**config.mk**
```make
export PLATFORM = sky130hd
export DESIGN_NAME = sensor_i2c_target
export DESIGN_NICKNAME = d
export VERILOG_FILES = /design/src/hdl/sensor_i2c_pkg.sv /design/src/hdl/pin_sync.sv /design/src/hdl/sensor_i2c_target.sv
export SDC_FILE = /design/constraint.sdc
export NUM_CORES = 1
export LEC_CHECK = 0
export BUFFER_PORTS_ARGS = -buffer_cell sky130_fd_sc_hd__buf_4
export CAP_MARGIN = 10
export CORE_ASPECT_RATIO = 0.7
export CORE_UTILIZATION = 56
export DETAILED_ROUTE_END_ITERATION = 16
export GPL_TIMING_DRIVEN = 0
export PLACE_DENSITY = 0.88
export SYNTH_ARGS = -nofsm -noshare
export SYNTH_HDL_FRONTEND = slang
export SYNTH_SLANG_ARGS = --single-unit
```
**constraint.sdc**
```tcl
create_clock -name sys_clk -period 2.3 [get_ports sys_clk]
set_clock_uncertainty 0.15 [all_clocks]
set_input_delay 0.575 -clock sys_clk [delete_from_list [all_inputs] [get_ports sys_clk]]
set_output_delay 0.575 -clock sys_clk [all_outputs]
set_load 0.01 [all_outputs]
```
**src/hdl/sensor_i2c_pkg.sv**
```systemverilog
`default_nettype none
package sensor_i2c_pkg;
  // Clock and timing figures
  localparam int CLK_FREQ_MHZ = 100;
  localparam int POWER_UP_SETTLE_TIME_US = 240;
  localparam int POWER_UP_SETTLE_TYP_US = 180;
  localparam int SOFT_RESET_TIME_US = 240;
  localparam int CONVERSION_BUSY_TIME_US = 12100;
  localparam int SCL_MAX_FREQ_KHZ = 1000;
  // Longest times scale exactly to whole cycles
  localparam int PU_SETTLE_CYCLES = POWER_UP_SETTLE_TIME_US * CLK_FREQ_MHZ;
  localparam int SR_SETTLE_CYCLES = SOFT_RESET_TIME_US * CLK_FREQ_MHZ;
  localparam int CONV_BUSY_CYCLES = CONVERSION_BUSY_TIME_US * CLK_FREQ_MHZ;
  localparam int CNT_W = 22;
  // Bus addressing and commands
  localparam logic [6:0] TARGET_ADDR = 7'h70;
  localparam logic [15:0] CMD_SOFT_RESET = 16'h805D;
  localparam logic [15:0] CMD_NS_T = 16'h7CA2;
  localparam logic [15:0] CMD_NS_H = 16'h5C24;
  localparam logic [15:0] CMD_NN_T = 16'h7866;
  localparam logic [15:0] CMD_NN_H = 16'h58E0;
  localparam logic [15:0] CMD_LS_T = 16'h6458;
  localparam logic [15:0] CMD_LS_H = 16'h44DE;
  localparam logic [15:0] CMD_LN_T = 16'h609C;
  localparam logic [15:0] CMD_LN_H = 16'h401A;
  // Checksum and framing
  localparam logic [7:0] CRC_POLY = 8'h31;
  localparam logic [7:0] CRC_INIT = 8'hFF;
  localparam logic [3:0] BYTE_BITS = 4'h8;
  localparam logic [2:0] LAST_BYTE = 3'h5;
  localparam logic [1:0] SYNC_RESET = 2'h3;

  typedef enum logic [3:0] {
    ST_IDLE = 4'h0,
    ST_ADDR = 4'h1,
    ST_ADDR_ACK = 4'h2,
    ST_RX = 4'h3,
    ST_RX_ACK = 4'h4,
    ST_STRETCH = 4'h5,
    ST_TX = 4'h6,
    ST_TX_ACK = 4'h7,
    ST_SKIP = 4'h8
  } bus_state_e;

  typedef struct packed {
    logic [15:0] hum;
    logic [15:0] temp;
  } meas_s;
endpackage
`default_nettype wire

```
**src/hdl/pin_sync.sv**
```systemverilog
`default_nettype none
module pin_sync #(
  parameter int W = 2,
  parameter logic [W-1:0] RESET_VAL = '1
) (
  input wire logic sys_clk,
  input wire logic rst,
  input wire logic [W-1:0] d,
  output logic [W-1:0] q
);
  logic [W-1:0] meta_reg;

  // Two-stage synchroniser, first stage read only by second
  always_ff @(posedge sys_clk) begin
    if (rst) begin
      meta_reg <= RESET_VAL;
      q <= RESET_VAL;
    end else begin
      meta_reg <= d;
      q <= meta_reg;
    end
  end
endmodule
`default_nettype wire

```
**src/hdl/sensor_i2c_target.sv**
```systemverilog
// Overview of operation
// - After power-on, reach idle within 240 us; typically 180 us.
// - After soft reset acknowledge, return to idle within 240 us.
// - One combined humidity and temperature conversion finishes within 12.1 ms.
// - During stretching-enabled operation, device may hold clock low until done.
// - Respond only to seven-bit target address 70 hex.
// - While converting, leave write headers, and read headers of non-stretching conversions, unacknowledged.
// - Stretching conversion: acknowledge read, hold clock low, then send results.
// - Soft reset code 805D hex, sent while idle, resets state.
`default_nettype none
module sensor_i2c_target
  import sensor_i2c_pkg::*;
#(
  parameter int PU_CYCLES = sensor_i2c_pkg::PU_SETTLE_CYCLES,
  parameter int SR_CYCLES = sensor_i2c_pkg::SR_SETTLE_CYCLES,
  parameter int MEAS_CYCLES = sensor_i2c_pkg::CONV_BUSY_CYCLES
) (
  input wire logic sys_clk,
  input wire logic rst,
  input wire logic scl_in,
  output logic scl_out,
  output logic scl_oe_n,
  input wire logic sda_in,
  output logic sda_out,
  output logic sda_oe_n,
  input wire sensor_i2c_pkg::meas_s result,
  output logic conv_busy,
  output logic settling
);
  import sensor_i2c_pkg::*;

  bus_state_e state_reg;
  logic [1:0] pins_s;
  logic scl_s, sda_s, scl_prev_reg, sda_prev_reg;
  logic scl_rise, scl_fall, bus_start, bus_stop;
  logic [7:0] shift_reg, cmd_hi_reg, tx_data;
  logic [3:0] bit_cnt_reg;
  logic [2:0] byte_idx_reg;
  logic rw_reg, rx_second_reg, soft_rst_hit_reg, meas_start_reg;
  logic stretch_sel_reg, t_first_sel_reg;
  logic sda_oe_n_reg, scl_oe_n_reg, scl_out_reg, sda_out_reg;
  logic settling_reg, settle_sr_reg, conv_busy_reg;
  logic [CNT_W-1:0] settle_cnt_reg, conv_cnt_reg;
  meas_s result_reg;
  logic [15:0] first_word, second_word;

  // Checksum over one data word
  function automatic logic [7:0] crc8(input logic [15:0] d);
    logic [7:0] c;
    c = CRC_INIT;
    for (int i = 15; i >= 0; i--) begin
      c = (c[7] ^ d[i]) ? ({c[6:0], 1'b0} ^ CRC_POLY) : {c[6:0], 1'b0};
    end
    return c;
  endfunction

  // Bus pins into the clock domain; edges well inside a 1 MHz bit
  pin_sync #(.W(2), .RESET_VAL(SYNC_RESET)) u_sync (
    .sys_clk(sys_clk),
    .rst(rst),
    .d({scl_in, sda_in}),
    .q(pins_s)
  );
  assign scl_s = pins_s[1];
  assign sda_s = pins_s[0];

  // Edge and bus condition history
  always_ff @(posedge sys_clk) begin
    if (rst) begin
      scl_prev_reg <= 1'b1;
      sda_prev_reg <= 1'b1;
    end else begin
      scl_prev_reg <= scl_s;
      sda_prev_reg <= sda_s;
    end
  end
  assign scl_rise = scl_s & ~scl_prev_reg;
  assign scl_fall = ~scl_s & scl_prev_reg;
  assign bus_start = scl_s & scl_prev_reg & sda_prev_reg & ~sda_s;
  assign bus_stop = scl_s & scl_prev_reg & ~sda_prev_reg & sda_s;

  // Readout byte selection in the chosen order
  assign first_word = t_first_sel_reg ? result_reg.temp : result_reg.hum;
  assign second_word = t_first_sel_reg ? result_reg.hum : result_reg.temp;
  always_comb begin
    unique case (byte_idx_reg)
      3'h0: tx_data = first_word[15:8];
      3'h1: tx_data = first_word[7:0];
      3'h2: tx_data = crc8(first_word);
      3'h3: tx_data = second_word[15:8];
      3'h4: tx_data = second_word[7:0];
      3'h5: tx_data = crc8(second_word);
      default: tx_data = 8'hFF;
    endcase
  end

  // Bus protocol engine
  always_ff @(posedge sys_clk) begin
    if (rst) begin
      state_reg <= ST_IDLE;
      shift_reg <= 8'h00;
      cmd_hi_reg <= 8'h00;
      bit_cnt_reg <= 4'h0;
      byte_idx_reg <= 3'h0;
      rw_reg <= 1'b0;
      rx_second_reg <= 1'b0;
      soft_rst_hit_reg <= 1'b0;
      meas_start_reg <= 1'b0;
      stretch_sel_reg <= 1'b0;
      t_first_sel_reg <= 1'b0;
      sda_oe_n_reg <= 1'b1;
      scl_oe_n_reg <= 1'b1;
    end else begin
      soft_rst_hit_reg <= 1'b0;
      meas_start_reg <= 1'b0;
      if (bus_start) begin
        state_reg <= ST_ADDR;
        bit_cnt_reg <= 4'h0;
        sda_oe_n_reg <= 1'b1;
        scl_oe_n_reg <= 1'b1;
      end else if (bus_stop) begin
        state_reg <= ST_IDLE;
        sda_oe_n_reg <= 1'b1;
        scl_oe_n_reg <= 1'b1;
      end else begin
        unique case (state_reg)
          ST_IDLE, ST_SKIP: begin
            sda_oe_n_reg <= 1'b1;
          end
          ST_ADDR: begin
            if (scl_rise) begin
              shift_reg <= {shift_reg[6:0], sda_s};
              bit_cnt_reg <= bit_cnt_reg + 4'h1;
            end else if (scl_fall && bit_cnt_reg == BYTE_BITS) begin
              if (shift_reg[7:1] == TARGET_ADDR && !settling_reg &&
                  (!conv_busy_reg || (shift_reg[0] && stretch_sel_reg))) begin
                state_reg <= ST_ADDR_ACK;
                sda_oe_n_reg <= 1'b0;
                rw_reg <= shift_reg[0];
                byte_idx_reg <= 3'h0;
                rx_second_reg <= 1'b0;
              end else begin
                state_reg <= ST_SKIP;
              end
            end
          end
          ST_ADDR_ACK: begin
            if (scl_fall) begin
              bit_cnt_reg <= 4'h0;
              if (!rw_reg) begin
                sda_oe_n_reg <= 1'b1;
                state_reg <= ST_RX;
              end else if (conv_busy_reg) begin
                sda_oe_n_reg <= 1'b1;
                scl_oe_n_reg <= 1'b0;
                state_reg <= ST_STRETCH;
              end else begin
                shift_reg <= {tx_data[6:0], 1'b1};
                sda_oe_n_reg <= tx_data[7];
                bit_cnt_reg <= 4'h1;
                state_reg <= ST_TX;
              end
            end
          end
          ST_STRETCH: begin
            // Release clock with first bit once results are in
            if (!conv_busy_reg) begin
              shift_reg <= {tx_data[6:0], 1'b1};
              sda_oe_n_reg <= tx_data[7];
              bit_cnt_reg <= 4'h1;
              scl_oe_n_reg <= 1'b1;
              state_reg <= ST_TX;
            end
          end
          ST_TX: begin
            if (scl_fall) begin
              sda_oe_n_reg <= shift_reg[7];
              shift_reg <= {shift_reg[6:0], 1'b1};
              bit_cnt_reg <= bit_cnt_reg + 4'h1;
              if (bit_cnt_reg == BYTE_BITS) begin
                sda_oe_n_reg <= 1'b1;
                state_reg <= ST_TX_ACK;
              end
            end
          end
          ST_TX_ACK: begin
            // Master NACK or last byte ends the readout
            if (scl_rise) begin
              if (sda_s || byte_idx_reg == LAST_BYTE) begin
                state_reg <= ST_SKIP;
              end else begin
                byte_idx_reg <= byte_idx_reg + 3'h1;
              end
            end else if (scl_fall) begin
              shift_reg <= {tx_data[6:0], 1'b1};
              sda_oe_n_reg <= tx_data[7];
              bit_cnt_reg <= 4'h1;
              state_reg <= ST_TX;
            end
          end
          ST_RX: begin
            if (scl_rise) begin
              shift_reg <= {shift_reg[6:0], sda_s};
              bit_cnt_reg <= bit_cnt_reg + 4'h1;
            end else if (scl_fall && bit_cnt_reg == BYTE_BITS) begin
              sda_oe_n_reg <= 1'b0;
              state_reg <= ST_RX_ACK;
            end
          end
          ST_RX_ACK: begin
            if (scl_fall) begin
              sda_oe_n_reg <= 1'b1;
              bit_cnt_reg <= 4'h0;
              state_reg <= ST_RX;
              rx_second_reg <= ~rx_second_reg;
              if (!rx_second_reg) begin
                cmd_hi_reg <= shift_reg;
              end else if ({cmd_hi_reg, shift_reg} == CMD_SOFT_RESET) begin
                soft_rst_hit_reg <= 1'b1;
                state_reg <= ST_SKIP;
              end else begin
                // Measurement commands pick stretching and order
                case ({cmd_hi_reg, shift_reg})
                  CMD_NS_T, CMD_LS_T: begin
                    meas_start_reg <= 1'b1;
                    stretch_sel_reg <= 1'b1;
                    t_first_sel_reg <= 1'b1;
                  end
                  CMD_NS_H, CMD_LS_H: begin
                    meas_start_reg <= 1'b1;
                    stretch_sel_reg <= 1'b1;
                    t_first_sel_reg <= 1'b0;
                  end
                  CMD_NN_T, CMD_LN_T: begin
                    meas_start_reg <= 1'b1;
                    stretch_sel_reg <= 1'b0;
                    t_first_sel_reg <= 1'b1;
                  end
                  CMD_NN_H, CMD_LN_H: begin
                    meas_start_reg <= 1'b1;
                    stretch_sel_reg <= 1'b0;
                    t_first_sel_reg <= 1'b0;
                  end
                  default: begin
                  end
                endcase
              end
            end
          end
          default: begin
            state_reg <= ST_IDLE;
          end
        endcase
      end
    end
  end

  // Power-up and soft reset settling interval
  always_ff @(posedge sys_clk) begin
    if (rst) begin
      settling_reg <= 1'b1;
      settle_sr_reg <= 1'b0;
      settle_cnt_reg <= '0;
    end else if (soft_rst_hit_reg) begin
      settling_reg <= 1'b1;
      settle_sr_reg <= 1'b1;
      settle_cnt_reg <= '0;
    end else if (settling_reg) begin
      if (settle_cnt_reg == (settle_sr_reg ? CNT_W'(SR_CYCLES - 1) : CNT_W'(PU_CYCLES - 1))) begin
        settling_reg <= 1'b0;
      end else begin
        settle_cnt_reg <= settle_cnt_reg + 1'b1;
      end
    end
  end

  // Conversion timer and result capture
  always_ff @(posedge sys_clk) begin
    if (rst || soft_rst_hit_reg) begin
      conv_busy_reg <= 1'b0;
      conv_cnt_reg <= '0;
      result_reg <= '0;
    end else if (meas_start_reg) begin
      conv_busy_reg <= 1'b1;
      conv_cnt_reg <= '0;
    end else if (conv_busy_reg) begin
      if (conv_cnt_reg == CNT_W'(MEAS_CYCLES - 1)) begin
        conv_busy_reg <= 1'b0;
        result_reg <= result;
      end else begin
        conv_cnt_reg <= conv_cnt_reg + 1'b1;
      end
    end
  end

  // Open-drain drivers always present a low level
  always_ff @(posedge sys_clk) begin
    scl_out_reg <= 1'b0;
    sda_out_reg <= 1'b0;
  end

  assign scl_out = scl_out_reg;
  assign sda_out = sda_out_reg;
  assign scl_oe_n = scl_oe_n_reg;
  assign sda_oe_n = sda_oe_n_reg;
  assign conv_busy = conv_busy_reg;
  assign settling = settling_reg;

  // Checking helpers: run lengths of the busy outputs
  logic [CNT_W-1:0] settle_age_reg, conv_age_reg;
  always_ff @(posedge sys_clk) begin
    if (rst) begin
      settle_age_reg <= '0;
      conv_age_reg <= '0;
    end else begin
      settle_age_reg <= settling ? settle_age_reg + 1'b1 : '0;
      conv_age_reg <= conv_busy ? conv_age_reg + 1'b1 : '0;
    end
  end
endmodule
`default_nettype wire

```
---- After elaboration in Yosys (flattened, before gate mapping) ----
Index checks and enable logic that the tools add are counted.
operators by class
  add/subtract/negate cells ............... 4
  equality and inequality tests ........... 57
  muxes and demuxes ....................... 110
  bitwise gates (word level) .............. 82
  reductions and logical operators ........ 47
operators by type and width
  cell                                                   number
  two-way mux 6 bit                                      32
  equality test 16 x 15 -> 1 bit, second input constant  8
  inverter 3 bit                                         30
  two-way mux 4 bit                                      22
  two-way mux 8 bit                                      7
  case mux 8 bit (6 select lines)                        1
  adder 22 x 1 -> 22 bit, second input constant          2
  case mux 8 bit (5 select lines)                        1
  != test 4 bit, second input constant                   9
  AND reduction 12 bit                                   3
  two-way mux 16 bit                                     2
  != test 2 bit, second input constant                   16
  case mux 4 bit (8 select lines)                        1
  two-way mux 1 bit                                      30
  bitwise XOR 1 bit                                      26
  case mux 4 bit (6 select lines)                        1
  equality test 22 x 15 -> 1 bit, second input constant  1
  equality test 22 x 21 -> 1 bit, second input constant  1
  AND reduction 7 bit                                    3
  two-way mux 3 bit                                      6
  AND reduction 9 bit                                    2
  equality test 16 bit, second input constant            1
  equality test 4 x 3 -> 1 bit, second input constant    4
  OR reduction 4 bit                                     4
  other kinds (38)                                       87
word-level totals
  bits in registers ....................... 119
  input bits .............................. 36
  logic and storage cells ................. 324

---- Depth between registers and ports, before layout ----
  depth in word-level cells ............... 37
  mapped depth ............................ 11

---- Hierarchy ----
From an unflattened synthesis, not the netlist that was laid out.
unflattened totals
  cells, all modules ...................... 861
  area, all modules ....................... 7634.8 um^2
by module, submodules not included
  module             instances  cells each  area each (um^2)
  sensor_i2c_target  1          853         7529.7
  pin_sync           1          8           105.1

---- Worst setup path after synthesis ----
No wires, ideal clock.
  path type ............................... register to register
  start ................................... register u_sync.q[1]
  end ..................................... register bit_cnt_reg[2]
  setup time .............................. 0.124 ns
  arrival ................................. 2.134 ns
  slack ................................... -0.108 ns
  stages on the path, launching flop included .. 11
  buffers on the path ..................... 1
  clock period less this slack ............ 2.408 ns
  path through ............................ dfxtp_1 > inv_1 > ha_1 > clkbuf_1 > a21boi_0 > o21ai_0 > o211ai_1 > nor4_1 > o21ai_0 > a21oi_1 > nor2_1
between the ends
  word-level cells in the longest chain between the ends .. 5
ends and longest elaborated chain
  what                                  line                                              source
  start: declaration                    pin_sync.sv:9                                     output logic [W-1:0] q
  start signal: assignment              pin_sync.sv:20                                    q <= meta_reg;
  bitwise AND 1 bit                     sensor_i2c_target.sv:79, sensor_i2c_target.sv:80
  bitwise AND 1 bit (2 in a row)        sensor_i2c_target.sv:80                           assign bus_stop = scl_s & scl_prev_reg & ~sda_prev_reg & sda_s;
  inverter 1 bit (no source line)       -
  AND reduction 9 bit (no source line)  -
  end signal: assignment                sensor_i2c_target.sv:133                          bit_cnt_reg <= bit_cnt_reg + 4'h1;
  end signal: assignment                sensor_i2c_target.sv:179                          bit_cnt_reg <= bit_cnt_reg + 4'h1;
  end signal: assignment                sensor_i2c_target.sv:204                          bit_cnt_reg <= bit_cnt_reg + 4'h1;
  end: declaration                      sensor_i2c_target.sv:37                           logic [3:0] bit_cnt_reg;
Parallel ways exist; a longest one is shown, timed or not.
A chain may end at the register's enable or synchronous reset.

---- Worst setup path after layout ----
  start ................................... register t_first_sel_reg
  end ..................................... register shift_reg[6]
between the ends
  word-level cells in the longest chain between the ends .. 24
ends and longest elaborated chain
  what                                   line                                                source
  start: declaration                     sensor_i2c_target.sv:40                             logic stretch_sel_reg, t_first_sel_reg;
  start signal: assignment               sensor_i2c_target.sv:110                            t_first_sel_reg <= 1'b0;
  start signal: assignment               sensor_i2c_target.sv:227                            t_first_sel_reg <= 1'b1;
  start signal: assignment               sensor_i2c_target.sv:232                            t_first_sel_reg <= 1'b0;
  two-way mux 16 bit (on tied branches)  sensor_i2c_target.sv:84, sensor_i2c_target.sv:83
  bitwise XOR 1 bit                      sensor_i2c_target.sv:52                             c = (c[7] ^ d[i]) ? ({c[6:0], 1'b0} ^ CRC_POLY) : {c[6:0], 1'b0};
  two-way mux 6 bit (4 in a row)         sensor_i2c_target.sv:52
  inverter 3 bit (no source line)        -
  two-way mux 6 bit                      sensor_i2c_target.sv:52
  inverter 3 bit (no source line)        -
  two-way mux 6 bit                      sensor_i2c_target.sv:52
  bitwise XOR 1 bit                      sensor_i2c_target.sv:52
  (+5 left out)                          -
  two-way mux 6 bit                      sensor_i2c_target.sv:52
  inverter 3 bit (no source line)        -
  two-way mux 6 bit                      sensor_i2c_target.sv:52
  case mux 8 bit (6 select lines) *      sensor_i2c_target.sv:86                             unique case (byte_idx_reg)
  two-way mux 8 bit                      sensor_i2c_target.sv:153, sensor_i2c_target.sv:167
  two-way mux 8 bit                      sensor_i2c_target.sv:150                            if (!rw_reg) begin
  two-way mux 8 bit                      sensor_i2c_target.sv:148                            if (scl_fall) begin
  case mux 8 bit (5 select lines) *      sensor_i2c_target.sv:126                            unique case (state_reg)
  end signal: assignment                 sensor_i2c_target.sv:132                            shift_reg <= {shift_reg[6:0], sda_s};
  end signal: assignment                 sensor_i2c_target.sv:158                            shift_reg <= {tx_data[6:0], 1'b1};
  end signal: assignment                 sensor_i2c_target.sv:168                            shift_reg <= {tx_data[6:0], 1'b1};
  end: declaration                       sensor_i2c_target.sv:36                             logic [7:0] shift_reg, cmd_hi_reg, tx_data;
Mark *: on every way between the ends. The rest lies on a longest branch, timed or not. The select of a mux whose other input is x is not followed.

==> flow_metrics.env <==
export IMPL_cp_startpoint="t_first_sel_reg"
export IMPL_drcViolationCount=0
export IMPL_grt_util_all_layers_pct=33.77
export IMPL_worstPathArrival_ns=2.82
export IMPL_setup_viol=52
export IMPL_grt_max_degree=17
export IMPL_grt_busiest_layer="met2"
export IMPL_worstSetupEndpoint="shift_reg[6]"
export IMPL_synth_flop_cell="dfxtp_1"
export IMPL_hold_viol=0
export IMPL_vias=8008
export IMPL_yosysSeqAreaShare_pct=31.23
export IMPL_violations="negative setup slack"
export IMPL_syn_inst=916
export IMPL_clkTransAtPathRegs_ns=0.06
export IMPL_fmax_ghz=0.3754
export IMPL_cts_tree="built"
export IMPL_rrSetupSlack_ns=-0.36
export IMPL_clk_latency_ns=0.43
export IMPL_routedWlPerCell_um=23.74
export IMPL_synthesis_area_um2=7629
export IMPL_period_share_pct=115.8
export IMPL_cts_hold_buf=0
export IMPL_wirelength_um=28580
export IMPL_cp_start_kind="flop"
export IMPL_initial_core_util_pct=57.68
export IMPL_ys_ff_latch=119
export IMPL_htreeDepth=4
export IMPL_clockBufferDepth=2
export IMPL_numCtsBuffers=17
export IMPL_async_flop_share_pct=0
export IMPL_crit_type="flop to flop"
export IMPL_drv_cap=0
export IMPL_status="finished, violations left"
export IMPL_antenna_left=0
export IMPL_grt_pass1_vias=6856
export IMPL_gp_congestion=0.9895
export IMPL_grt_first_pass_wirelength_um=36460
export IMPL_cp_required_ns=2.45
export IMPL_ios=42
export IMPL_syn_to_final_growth_pct=32.26
export IMPL_io_buffers=39
export IMPL_synth_edf_count=0
export IMPL_post_route_util_pct=76.29
export IMPL_grt_ovfl_total=0
export IMPL_hold_ws_ns=0.1907
export IMPL_postLayoutSetupSlackWorst_ns=-0.3637
export IMPL_met3_usage_pct=10.16
export IMPL_drt_vias_per_instance=6.651
export IMPL_layout_drive_gt1_share_pct=35.13
export IMPL_core_um2=13230
export IMPL_rr_startpoint="t_first_sel_reg"
export IMPL_max_vdd_ir_drop_v=0.0005493
export IMPL_use_met2_pct=51.29
export IMPL_dr_pass1_iters=8
export IMPL_die_w_um=141.5
export IMPL_cellPowerDensity_nw_per_um2=625.6
export IMPL_leakage_nw=3.514
export IMPL_synth_top_area_share_pct=31.23
export IMPL_die_h_um=99.65
export IMPL_worst_pin_slew_ns=0.9016
export IMPL_die_area_um2=14100
export IMPL_antenna_found_initial=0
export IMPL_grt_util_met1_pct=45.77
export IMPL_worst_r2r_endpoint="shift_reg[6]"
export IMPL_cts_sinks=119
export IMPL_layout_common_cells="nor2_1 (91), buf_4 (91), nand2_1 (89)"
export IMPL_diodes=0
export IMPL_synth_warnings=0
export IMPL_rows=35
export IMPL_cp_max_fo=10
export IMPL_netlist_cell_type_count=68
export IMPL_yosys_area_top_type="dfxtp_1"
export IMPL_finalCriticalPeriod_ns=2.664
export IMPL_avgSynthCellArea_um2=8.328
export IMPL_reg2reg_depth=8
export IMPL_synth_area_leaders="dfxtp_1 (31%), xnor2_1 (7.3%), xor2_1 (6.0%)"
export IMPL_slew_headroom_pct=39.89
export IMPL_clockRootBuffer="clkbuf_16"
export IMPL_dp_hpwl_um=14470
export IMPL_nets=1055
export IMPL_drv_slew=0
export IMPL_endpoint_kind="flop"
export IMPL_largest_reg_flops=32
export IMPL_rsz0062_at_grt="yes"
export IMPL_drtIter0Drc=1238
export IMPL_worstHoldPathType="primary input to flop"
-- metal layers --
metal	up-vias	wire [um]	part of all wire (%)
li1	3354	-	-
met2	726	12320	43
met1	3743	10690	37
met4	0	1710	6.0
met5	-	0	0
met3	185	3865	14
-- synthesized netlist by cell type, drive strengths merged (2+ instances only) --
cell       n
xnor3     10
nor4      10
a22oi      3
nor2b     10
clkbuf    45
a221oi     4
nand4     14
mux2       5
o22ai      6
xor2      55
and4       2
o21ai     31
or3       11
and4b      2
and2       9
mux2i     47
ha        12
nor2      98
or3b       3
o211ai     2
xnor2     74
nand3     29
nor3      12
inv       16
nand3b     5
o2bb2ai    7
o2111ai    2
a221o      2
or4        4
or2       12
nor3b      6
a211oi     2
dfxtp    119
a21boi     4
o221ai     5
nand2    118
o31ai      2
nor4b      3
nand2b     4
a21oi     65
buf       15
nand4b     2
and3       9
mux4       6
a21o       2
-- metrics by stage --
| stage | instances | cell area, um^2 | setup WS [ns] | power [mW] | TNS [ns] |
|---|---|---|---|---|---|
| detailed placement | 1141 | 8180 | -0.5285 | 3.248 | -24.25 |
| global route | 1204 | 10090 | -0.4337 | 6.517 | -10.30 |
| floorplan | 917 | 7656 | -0.05926 | 2.953 | -0.2159 |
| finish | 1204 | 10090 | -0.3637 | 6.312 | -6.048 |
| CTS | 1186 | 9380 | -0.2551 | 6.102 | -1.326 |
| global placement | 1141 | 8180 | -0.4776 | 3.241 | -22.82 |
-- how the worst min path moves through the flow --
stage,from,end,slack [ns],depth (start not counted)
floorplan,u_sync.meta_reg[0],u_sync.q[0],0.24,1
global placement,u_sync.meta_reg[1],u_sync.q[1],0.24,1
detailed placement,u_sync.meta_reg[1],u_sync.q[1],0.25,1
CTS,sda_in,u_sync.meta_reg[0],0.18,2
global route,sda_in,u_sync.meta_reg[0],0.19,2
finish,sda_in,u_sync.meta_reg[0],0.19,2
-- timing repair --
action | 4_1_cts | 5_1_grt
endpoints found under the setup margin | 78 | 75
resized for setup | 122 | 168
setup buffers | 29 | 21
pin swaps | 31 | 51
gates cloned | 0 | 3
-- cell families after synthesis --
logic type / share of synthesized area (%)
simple gates: 22.77
compound gates: 11.86
xor+xnor: 19.08
flops: 31.23
buf+inv: 4.166
mux: 8.889
fa+ha+maj: 1.968
other cells: 0.04916
-- cell type report --
| type | instances | area [um^2] |
|---|---|---|
| Inverter | 16 | 60.06 |
| Fill cell | 795 | 3136 |
| Clock buffer | 17 | 425.4 |
| Tap cell | 185 | 231.5 |
| Sequential cell | 119 | 2462 |
| Clock inverter | 14 | 175.2 |
| Buffer | 40 | 292.8 |
| Timing Repair Buffer | 91 | 723.2 |
| Multi-Input combinational cell | 722 | 5719 |
-- where the power goes --
group / total [mW] / internal, mW / switching [mW]
Clock: 2.80 / 1.71 / 1.09
Sequential: 2.22 / 2.12 / 0.102
Combinational: 1.29 / 0.540 / 0.747
-- worst max-delay path, cell delays in order, from the launching register on --
cell       delay [ns]
dfxtp_1          0.32
buf_4            0.17
buf_8            0.19
buf_12           0.18
mux4_2           0.60
a21boi_0         0.27
o221ai_1         0.26
a221oi_2         0.26
o2bb2ai_1        0.10
(Power assumes the default switching activity.)
